==> config.mk <==
export PLATFORM = sky130hd
export DESIGN_NAME = pcs_top
export DESIGN_NICKNAME = d
export VERILOG_FILES = /design/src/logic/pcs_chan.v /design/src/logic/pcs_top.v
export VERILOG_INCLUDE_DIRS = /design/src /design/src/logic
export SDC_FILE = /design/constraint.sdc
export NUM_CORES = 1
export LEC_CHECK = 0
export BUFFER_PORTS_ARGS = -buffer_cell sky130_fd_sc_hd__buf_2
export CORE_UTILIZATION = 45
export CTS_CLUSTER_DIAMETER = 120
export CTS_CLUSTER_SIZE = 8
export DETAILED_ROUTE_END_ITERATION = 8
export PLACE_DENSITY = 0.69
export RECOVER_POWER = 25
export SYNTH_ARGS = -nofsm -noshare
export SYNTH_HDL_FRONTEND = slang
export SYNTH_SLANG_ARGS = --single-unit
==> constraint.sdc <==
create_clock -name ref_clk -period 1.2 [get_ports ref_clk]
set_input_delay 0 -clock ref_clk [delete_from_list [all_inputs] [get_ports ref_clk]]
set_output_delay 0 -clock ref_clk [all_outputs]
set_load 0.02 [all_outputs]
==> src/logic/pcs_defs.vh <==
// constants for the pll status pin and clock select block
`ifndef PCS_DEFS_VH
`define PCS_DEFS_VH

// ************************************************************
// register addresses
// ************************************************************
`define PCS_ADDR_W          4
`define PCS_REG_PIN_EN      4'h0
`define PCS_REG_POLARITY    4'h1
`define PCS_REG_FORMAT      4'h2
`define PCS_REG_STATUS      4'h3
`define PCS_REG_REF_SEL     4'h4

// ************************************************************
// field layout
// ************************************************************
`define PCS_NCH             4
`define PCS_FMT_W           2
`define PCS_FMT_LVPECL      2'h0
`define PCS_FMT_LVDS        2'h1
`define PCS_FMT_CML         2'h2
`define PCS_FMT_CMOS        2'h3

// ************************************************************
// reset values
// ************************************************************
`define PCS_RST_PIN_EN      4'h0
`define PCS_RST_POLARITY    4'h0
`define PCS_RST_FORMAT      8'h00

`endif

==> src/logic/pcs_chan.v <==
// one channel: lock-loss pin, status, reference select, output pair
`timescale 1ns/100ps
`include "pcs_defs.vh"

module pcs_chan (
    input  wire        ref_clk,
    input  wire        nrst,
    input  wire        clk_en,
    input  wire        pin_enable,
    input  wire        polarity,
    input  wire [1:0]  format,
    input  wire        unlocked_sync,
    input  wire        ref_sel_sync,
    input  wire        ext_clk_in,
    input  wire        osc_clk_in,
    output reg         lock_loss_pin_ff,
    output reg         lock_loss_pin_oe_ff,
    output reg         lock_loss_status_ff,
    output reg         ref_sel_ff,
    output reg         out_p_ff,
    output reg         out_n_ff
);

    wire src;

    assign src = ref_sel_sync ? osc_clk_in : ext_clk_in;

    always @(posedge ref_clk or negedge nrst) begin
        if (!nrst) begin
            lock_loss_pin_ff    <= 1'b0;
            lock_loss_pin_oe_ff <= 1'b0;
            lock_loss_status_ff <= 1'b0;
            ref_sel_ff          <= 1'b0;
            out_p_ff            <= 1'b0;
            out_n_ff            <= 1'b0;
        end else if (clk_en) begin
            // status follows lock state whatever the pin setup
            lock_loss_status_ff <= unlocked_sync;
            lock_loss_pin_ff    <= unlocked_sync ^ polarity;
            lock_loss_pin_oe_ff <= pin_enable;
            ref_sel_ff          <= ref_sel_sync;
            out_p_ff            <= src;
            // cmos drives both pins in phase, others differential
            if (format == `PCS_FMT_CMOS) begin
                out_n_ff <= src;
            end else begin
                out_n_ff <= ~src;
            end
        end
    end

endmodule

==> src/logic/pcs_top.v <==
// top: register port and four channel instances
// How it works
// - an enabled lock-loss pin is driven high while unlocked and low while locked.
// - a disabled lock-loss pin is released (output enable low).
// - a per-channel polarity bit inverts the driven lock-loss level.
// - a read-only status bit always shows each channel's lock state.
// - the reference-select pin picks the input clock at 0 and the oscillator at 1.
// - register bits pick the output format, differential for pecl, lvds and cml.
// - in cmos format both output pins carry the same in-phase clock.
// - registers are reached through a serial port with a host-driven clock and shared data.
`timescale 1ns/100ps
`include "pcs_defs.vh"

module pcs_top (
    input  wire        ref_clk,
    input  wire        nrst,
    input  wire        clk_en,
    input  wire [3:0]  reg_addr,
    input  wire [7:0]  reg_wdata,
    input  wire        reg_wr,
    input  wire        reg_rd,
    output reg  [7:0]  reg_rdata_ff,
    input  wire [3:0]  pll_unlocked,
    input  wire [3:0]  ref_source_select_pin,
    input  wire [3:0]  external_input_clock,
    input  wire [3:0]  internal_oscillator_ref,
    output wire [3:0]  lock_loss_pin,
    output wire [3:0]  lock_loss_pin_oe,
    output wire [3:0]  ref_source_sel,
    output wire [3:0]  output_clock_pair_p,
    output wire [3:0]  output_clock_pair_n
);

    // ************************************************************
    // registers
    // ************************************************************
    // serial host port sits outside; this is its parallel register side
    //
    // map, one byte per address:
    //   0  lock-loss pin enable, one bit per channel, 1 drives the pin
    //   1  lock-loss polarity, one bit per channel, 1 inverts the pin
    //   2  output format, two bits per channel, channel 0 in the low bits
    //   3  lock-loss status, read only, 1 while that channel is unlocked
    //   4  synced reference select, read only, 1 while on the oscillator
    // any other address drops writes and reads as zero
    //
    // format codes, per channel:
    //   0  pecl-style differential pair
    //   1  lvds-style differential pair
    //   2  cml-style differential pair
    //   3  cmos, both pins in phase
    // only the pin phase lives here; swing and levels belong to the pads
    //
    // reset values:
    //   every pin enable clear, so every lock-loss pin starts released
    //   every polarity clear, so an enabled pin is high while unlocked
    //   every format pecl-style, read data zero
    //
    // timing seen from the register port:
    //   a write lands on the edge that samples its strobe
    //   read data stand in the one cycle after the read strobe
    //   a pin change reaches status and pin three edges later
    //   a source clock reaches its output pair three edges later
    //   clk_en low freezes every flop, the read data included
    //
    // limits:
    //   source clocks are sampled, so a pair follows only clocks that run
    //   well below the reference rate; real clock paths bypass this block
    //   a strap left open reads as whatever the pad settles to, so the
    //   board must hold every strap, high on an unused channel
    //   status shows lock only; it keeps no sticky copy and raises nothing
    //   a read and a write in the same cycle are both taken
    //   unmapped reads still answer, with zero
    reg  [3:0] lock_loss_pin_enable_ff;
    reg  [3:0] lock_loss_polarity_ff;
    reg  [7:0] output_format_select_ff;
    reg  [7:0] nxt_rdata;
    wire [3:0] status;
    wire       wr_pin_en;
    wire       wr_polarity;
    wire       wr_format;
    wire [3:0] wd_pin_en;
    wire [3:0] wd_polarity;
    wire [7:0] wd_format;
    wire [7:0] rd_word_pin_en;
    wire [7:0] rd_word_polarity;
    wire [7:0] rd_word_status;
    wire [7:0] rd_word_ref_sel;

    // ************************************************************
    // write decode
    // ************************************************************
    // the strobe only counts while clk_en runs, so a frozen write is lost
    // rather than held back and applied later
    assign wr_pin_en   = clk_en & reg_wr & (reg_addr == `PCS_REG_PIN_EN);
    assign wr_polarity = clk_en & reg_wr & (reg_addr == `PCS_REG_POLARITY);
    assign wr_format   = clk_en & reg_wr & (reg_addr == `PCS_REG_FORMAT);

    // four-bit registers take the low nibble and ignore the rest
    assign wd_pin_en   = reg_wdata[3:0];
    assign wd_polarity = reg_wdata[3:0];
    assign wd_format   = reg_wdata;

    // ************************************************************
    // control registers
    // ************************************************************
    // one flop group per register keeps each write path easy to follow;
    // status and select have no write path, so writes to them fall away
    always @(posedge ref_clk or negedge nrst) begin
        if (!nrst) begin
            lock_loss_pin_enable_ff <= `PCS_RST_PIN_EN;
        end else if (wr_pin_en) begin
            lock_loss_pin_enable_ff <= wd_pin_en;
        end
    end

    always @(posedge ref_clk or negedge nrst) begin
        if (!nrst) begin
            lock_loss_polarity_ff <= `PCS_RST_POLARITY;
        end else if (wr_polarity) begin
            lock_loss_polarity_ff <= wd_polarity;
        end
    end

    always @(posedge ref_clk or negedge nrst) begin
        if (!nrst) begin
            output_format_select_ff <= `PCS_RST_FORMAT;
        end else if (wr_format) begin
            output_format_select_ff <= wd_format;
        end
    end

    // ************************************************************
    // read port
    // ************************************************************
    // four-bit registers read back with zero upper bits
    assign rd_word_pin_en   = {4'h0, lock_loss_pin_enable_ff};
    assign rd_word_polarity = {4'h0, lock_loss_polarity_ff};
    assign rd_word_status   = {4'h0, status};
    assign rd_word_ref_sel  = {4'h0, ref_source_sel};

    // pure selection: reading status never disturbs it
    always @* begin
        case (reg_addr)
            `PCS_REG_PIN_EN: begin
                nxt_rdata = rd_word_pin_en;
            end
            `PCS_REG_POLARITY: begin
                nxt_rdata = rd_word_polarity;
            end
            `PCS_REG_FORMAT: begin
                nxt_rdata = output_format_select_ff;
            end
            `PCS_REG_STATUS: begin
                nxt_rdata = rd_word_status;
            end
            `PCS_REG_REF_SEL: begin
                nxt_rdata = rd_word_ref_sel;
            end
            default: begin
                nxt_rdata = 8'h00;
            end
        endcase
    end

    // zero outside the answer cycle, so a stale word is never seen twice
    // and a host that samples late reads zero rather than old data
    always @(posedge ref_clk or negedge nrst) begin
        if (!nrst) begin
            reg_rdata_ff <= 8'h00;
        end else if (clk_en) begin
            if (reg_rd) begin
                reg_rdata_ff <= nxt_rdata;
            end else begin
                reg_rdata_ff <= 8'h00;
            end
        end
    end

    // ************************************************************
    // channels
    // ************************************************************
    // one generate pass per channel: its own synchronisers, control bits
    // and channel instance; only the register vectors are shared
    // the channel module owns the output flops, so every top output
    // still comes straight from a flop
    genvar i;
    generate
        for (i = 0; i < `PCS_NCH; i = i + 1) begin : g_ch
            reg        unl_s1_ff;
            reg        unl_s2_ff;
            reg        sel_s1_ff;
            reg        sel_s2_ff;
            reg        ext_s1_ff;
            reg        ext_s2_ff;
            reg        osc_s1_ff;
            reg        osc_s2_ff;
            wire [1:0] ch_format;
            wire       ch_enable;
            wire       ch_polarity;

            assign ch_format   = output_format_select_ff[2*i+1:2*i];
            assign ch_enable   = lock_loss_pin_enable_ff[i];
            assign ch_polarity = lock_loss_polarity_ff[i];

            // lock state from the pll side: first stage samples the pin
            always @(posedge ref_clk or negedge nrst) begin
                if (!nrst) begin
                    unl_s1_ff <= 1'b0;
                end else if (clk_en) begin
                    unl_s1_ff <= pll_unlocked[i];
                end
            end

            // second stage is the only reader of the first
            always @(posedge ref_clk or negedge nrst) begin
                if (!nrst) begin
                    unl_s2_ff <= 1'b0;
                end else if (clk_en) begin
                    unl_s2_ff <= unl_s1_ff;
                end
            end

            // board strap: first stage
            always @(posedge ref_clk or negedge nrst) begin
                if (!nrst) begin
                    sel_s1_ff <= 1'b0;
                end else if (clk_en) begin
                    sel_s1_ff <= ref_source_select_pin[i];
                end
            end

            // board strap: second stage, read by the channel only
            always @(posedge ref_clk or negedge nrst) begin
                if (!nrst) begin
                    sel_s2_ff <= 1'b0;
                end else if (clk_en) begin
                    sel_s2_ff <= sel_s1_ff;
                end
            end

            // external input clock, sampled as a level
            always @(posedge ref_clk or negedge nrst) begin
                if (!nrst) begin
                    ext_s1_ff <= 1'b0;
                end else if (clk_en) begin
                    ext_s1_ff <= external_input_clock[i];
                end
            end

            // external input clock, second stage
            always @(posedge ref_clk or negedge nrst) begin
                if (!nrst) begin
                    ext_s2_ff <= 1'b0;
                end else if (clk_en) begin
                    ext_s2_ff <= ext_s1_ff;
                end
            end

            // oscillator clock, sampled the same way so both paths match
            always @(posedge ref_clk or negedge nrst) begin
                if (!nrst) begin
                    osc_s1_ff <= 1'b0;
                end else if (clk_en) begin
                    osc_s1_ff <= internal_oscillator_ref[i];
                end
            end

            // oscillator clock, second stage
            always @(posedge ref_clk or negedge nrst) begin
                if (!nrst) begin
                    osc_s2_ff <= 1'b0;
                end else if (clk_en) begin
                    osc_s2_ff <= osc_s1_ff;
                end
            end

            pcs_chan u_chan (
                .ref_clk             (ref_clk),
                .nrst                (nrst),
                .clk_en              (clk_en),
                .pin_enable          (ch_enable),
                .polarity            (ch_polarity),
                .format              (ch_format),
                .unlocked_sync       (unl_s2_ff),
                .ref_sel_sync        (sel_s2_ff),
                .ext_clk_in          (ext_s2_ff),
                .osc_clk_in          (osc_s2_ff),
                .lock_loss_pin_ff    (lock_loss_pin[i]),
                .lock_loss_pin_oe_ff (lock_loss_pin_oe[i]),
                .lock_loss_status_ff (status[i]),
                .ref_sel_ff          (ref_source_sel[i]),
                .out_p_ff            (output_clock_pair_p[i]),
                .out_n_ff            (output_clock_pair_n[i])
            );
        end
    endgenerate

endmodule

Yosys cells after proc, flatten, opt, wreduce, memory -nomap -nowiden
Cells that the tools add are included.
{"block": "word_totals", "mem_bits_ro": 0, "output_inout_bits": 28, "input_bits": 33, "latch_bits": 0, "elab_cells": 91, "regBits": 80, "mem_count": 0, "mem_bits_rw": 0}
{"block": "classes", "muxes": 10, "n_reduce_logical": 1, "shift": 0, "n_bitwise": 12, "n_lt_le_gt_ge": 0, "addsub": 0, "multipliers": 0, "eq_ne": 8, "div": 0}
{"cell": "$pmux W8 S5", "count": 1}
{"cell": "$eq A2 B2 Y1 const B", "count": 4}
{"cell": "$eq A4 B2 Y1 const B", "count": 2}
{"cell": "$mux W1", "count": 8}
{"cell": "$mux W8", "count": 1}
{"cell": "$and A1 B1 Y1", "count": 4}
{"cell": "$eq A4 B1 Y1 const B", "count": 1}
{"cell": "$eq A4 B3 Y1 const B", "count": 1}
{"cell": "$logic_not A4 Y1", "count": 1}
{"cell": "$not A1 Y1", "count": 4}
{"cell": "$xor A1 B1 Y1", "count": 4}

Depth between registers and ports, before layout
{"block": "logic_depth", "depth_word": 3, "ltp_mapped": 4, "ltp_nobuf": 3}

Modules after synthesis
From an unflattened synthesis, not the netlist that was laid out.
{"block": "hier_totals", "hier_cells": 231, "area_unflattened_um2": 3325.7}
{"module": "pcs_top", "instances": 1, "area_each_um2": 2339.7, "cells_each": 151, "seq_area_each_um2": 1401.3}
{"module": "pcs_chan", "instances": 4, "area_each_um2": 246.5, "cells_each": 20, "seq_area_each_um2": 150.1}

Worst setup path after synthesis
Ideal clock, no wire load.
{"block": "synth_path", "path_kind": "reg-to-reg", "from": "register lock_loss_polarity_ff[3]", "to": "register reg_rdata_ff[3]", "setup_slack_ps": 13, "setup_time_ps": 143, "path_buffers": 0, "path_stages_with_launch": 4, "arrival_time_ps": 1043, "required_time_ps": 1057, "synth_period_minus_slack_ps": 1187, "path_cell_list": "dfrtp_1 > mux4_1 > nand4_1 > o221ai_1"}
{"block": "synth_via", "elab_chain_cells": 2}
{"element": "start: declaration", "line": "pcs_top.v:75", "rtl": "reg [3:0] lock_loss_polarity_ff;"}
{"element": "start signal: assignment", "line": "pcs_top.v:119", "rtl": "lock_loss_polarity_ff <= `PCS_RST_POLARITY;"}
{"element": "start signal: assignment", "line": "pcs_top.v:121", "rtl": "lock_loss_polarity_ff <= wd_polarity;"}
{"element": "$pmux W8 S5", "line": "pcs_top.v:144", "rtl": "case (reg_addr)"}
{"element": "$mux W8", "line": "pcs_top.v:172", "rtl": "if (reg_rd) begin"}
{"element": "end signal: assignment", "line": "pcs_top.v:173", "rtl": "reg_rdata_ff <= nxt_rdata;"}
{"element": "end: declaration", "line": "pcs_top.v:22", "rtl": "output reg [7:0] reg_rdata_ff,"}
No other way between the ends.
A chain may end at the register's enable or synchronous reset.

Final worst setup path
{"block": "layout_path", "from": "register g_ch[3].u_chan.lock_loss_status_ff", "to": "register reg_rdata_ff[3]"}
{"block": "layout_via", "elab_chain_cells": 2}
{"element": "start: declaration", "line": "pcs_chan.v:18", "rtl": "output reg lock_loss_status_ff,"}
{"element": "start signal: assignment", "line": "pcs_chan.v:38", "rtl": "lock_loss_status_ff <= unlocked_sync;"}
{"element": "$pmux W8 S5", "line": "pcs_top.v:144"}
{"element": "$mux W8", "line": "pcs_top.v:172"}
No other way between the ends.

==> reports/results.ini <==
[global_routing]
track_usage = 0.181
gr-total-overflow = 0
first_global_vias = 2179
antenna_found_initial = 0
grt_max_degree = 51
grt_pass1_wl_um = 10500

[finish]
largestRegisters = output_format_select_ff x8, reg_rdata_ff x8
n_antenna_cell = 0
nets = 363
drive_gt1_frac = 0.478
layout_common_cells = dfrtp_1 (80), mux2_2 (62), buf_2 (59)
final_util = 0.582
syn_to_final_growth_pct = 23.6
final_common_cell = dfrtp_1

[worst_setup_path]
startpoint_type = flop
required_ps = 1410
cp_num_buf_inv = 0
worstSetupPathType = flop to flop
cp_cell_sequence = mux4_2, nand4_1, o221ai_1
worst_path_max_delay_cell = mux4_2
cp_max_fo = 2
critPathCaptureType = flop
crit_family = multiplexers
critPathMaxStageDelay_ps = 470
crit_arrival_ps = 1390

[detailed_routing]
via_count = 2146
drt-initial-drc-count = 81
drtAntennaViolNets = 0
drt-total-wl_um = 6660
viasPerCell = 4.94
route.detailed.wl_per_inst_um = 15.3
firstDrtPassIters = 4
drc_errors = 0

[yosys]
synth.area.mux_share = 0.233
ys.flop_type = dfrtp_1
synth_xor_area_frac = 0.0203
synth_edf_count = 0
netlist_instances = 249
synthAdderAreaFrac = 0
syn_area_sq_um = 3450
syn_avg_cell_area_sq_um = 13.9
ys_seq_elements = 80
yosys_warnings = 0
async_reset_ff_frac = 1.00
syn-num-nets = 282
ys_seq_area_frac = 0.580
synth_simple_gate_area_frac = 0.0540
synth_top_family_by_area = multiplexers
synth_compound_area_frac = 0.0468
ys_types = 28

[clock_network]
cts_sinks = 80
root_buffer = clkbuf_8
cts_htree_levels = 3
cts_buffers = 9
clk_path_buf_depth = 2
clk_pin_slew_ps = 80
clkLatencyLatePin_ps = 340
cts_tree = done

[floorplan]
core_area_sq_um = 7330
die_y_um = 89.6
initial_core_util = 0.471
die_area_sq_um = 8030
die_x_um = 89.6
placementRows = 31
ios = 61

[flow_run]
maxCapViolCount = 0

[placed_design]
dp_hpwl_um = 4520
gp_congestion = 0.898
dp_slack_ps = -9.90
port_buffers = 60

[timing]
rsz0062_at_grt = true
fin_ws_ps = 24.6
report.final.hold_viol_count = 0
relSlewSlack = 0.546
finalCriticalPeriod_ps = 1180
finalClockSkew_ps = 5.23
tightest_slew_ps = 681
slew_viol_final = 0
finalSetupViolations = 0
fin_crit_sh = 0.979
fmax_mhz = 851

[status]
status = finished clean

[worst_hold_path]
hold_path_class = input port to flop

[power_and_ir_drop]
p_leak_nw = 1.97
peakVddDrop_mv = 0.827
p_per_area_nw_per_um2 = 1600

metal layers:
metal / track usage / wire [um]
met1: 0.241 / 3040
met2: 0.273 / 3160
met3: 0.0484 / 329
met4: 0.0952 / 129
met5: 0 / 0
report_power, final:
part	internal, W	switching [W]
Combinational	0.000667	0.000618
Sequential	0.00311	0.000271
Clock	0.00123	0.000928
through the flow:
step                cells  power [W]  area [sq um]  TNS, ps  hold slack [ps]
CTS                   433    0.00688          4250        0             8.20
floorplan             249    0.00436          3450        0             -296
detailed placement    391    0.00465          3780    -9.90             4.82
finish                434    0.00682          4270        0             8.08
global placement      391    0.00461          3780        0             4.93
global route          434    0.00717          4270    -48.4             12.7
final timing paths:
| check | from | endpoint | slack, ps | depth (start not counted) |
|---|---|---|---|---|
| max | g_ch[3].u_chan.lock_loss_status_ff | reg_rdata_ff[3] | 20 | 3 |
| min | clk_en | reg_rdata_ff[3] | 8 | 2 |
| max reg2reg | g_ch[3].u_chan.lock_loss_status_ff | reg_rdata_ff[3] | 20 | 3 |
| min reg2reg | g_ch[2].ext_s1_ff | g_ch[2].ext_s2_ff | 500 | 1 |
| max in group asynchronous | nrst | g_ch[3].u_chan.lock_loss_pin_ff | 370 | 3 |
| min in group asynchronous | nrst | reg_rdata_ff[7] | 230 | 3 |
synthesized netlist by cell type (all sizes together) (2+ instances only):
cell	number	area, sq um
mux2i	7	70.1
a32oi	3	26.3
inv	3	11.3
xor2	4	35.0
nand2	10	37.5
nor4b	2	23.8
buf	30	211
dfrtp	80	2000
nor2	14	52.6
a22o	4	35.0
o221ai	4	35.0
xnor2	4	35.0
mux2	63	709
a21oi	12	60.1
cells by family (layout without fill, tap and decap cells):
| group | after synthesis | count (layout) |
|---|---|---|
| xor+xnor | 8 | 8 |
| compound gates | 24 | 24 |
| flops | 80 | 80 |
| buf+inv | 34 | 120 |
| mux | 71 | 71 |
| simple gates | 32 | 32 |
repair_timing:
| action | 4_1_cts | 5_1_grt |
|---|---|---|
| pin swaps | 0 | 1 |
| hold endpoints to repair | 113 | 0 |
| hold buffers | 26 | 0 |
| gates resized for setup | 1 | 4 |
| endpoints found under the setup margin | 1 | 5 |
| buffers inserted | 0 | 1 |
area by class of cell:
| cell class | count | area [sq um] |
|---|---|---|
| sequential | 80 | 2000 |
| clock buffer | 13 | 149 |
| fill | 607 | 3060 |
| timing repair buffer | 101 | 676 |
| clock inverter | 3 | 65.1 |
| multi-input combinational | 135 | 1240 |
| tap | 99 | 124 |
| inverter | 3 | 11.3 |
Power figures use the tool's default switching activity.
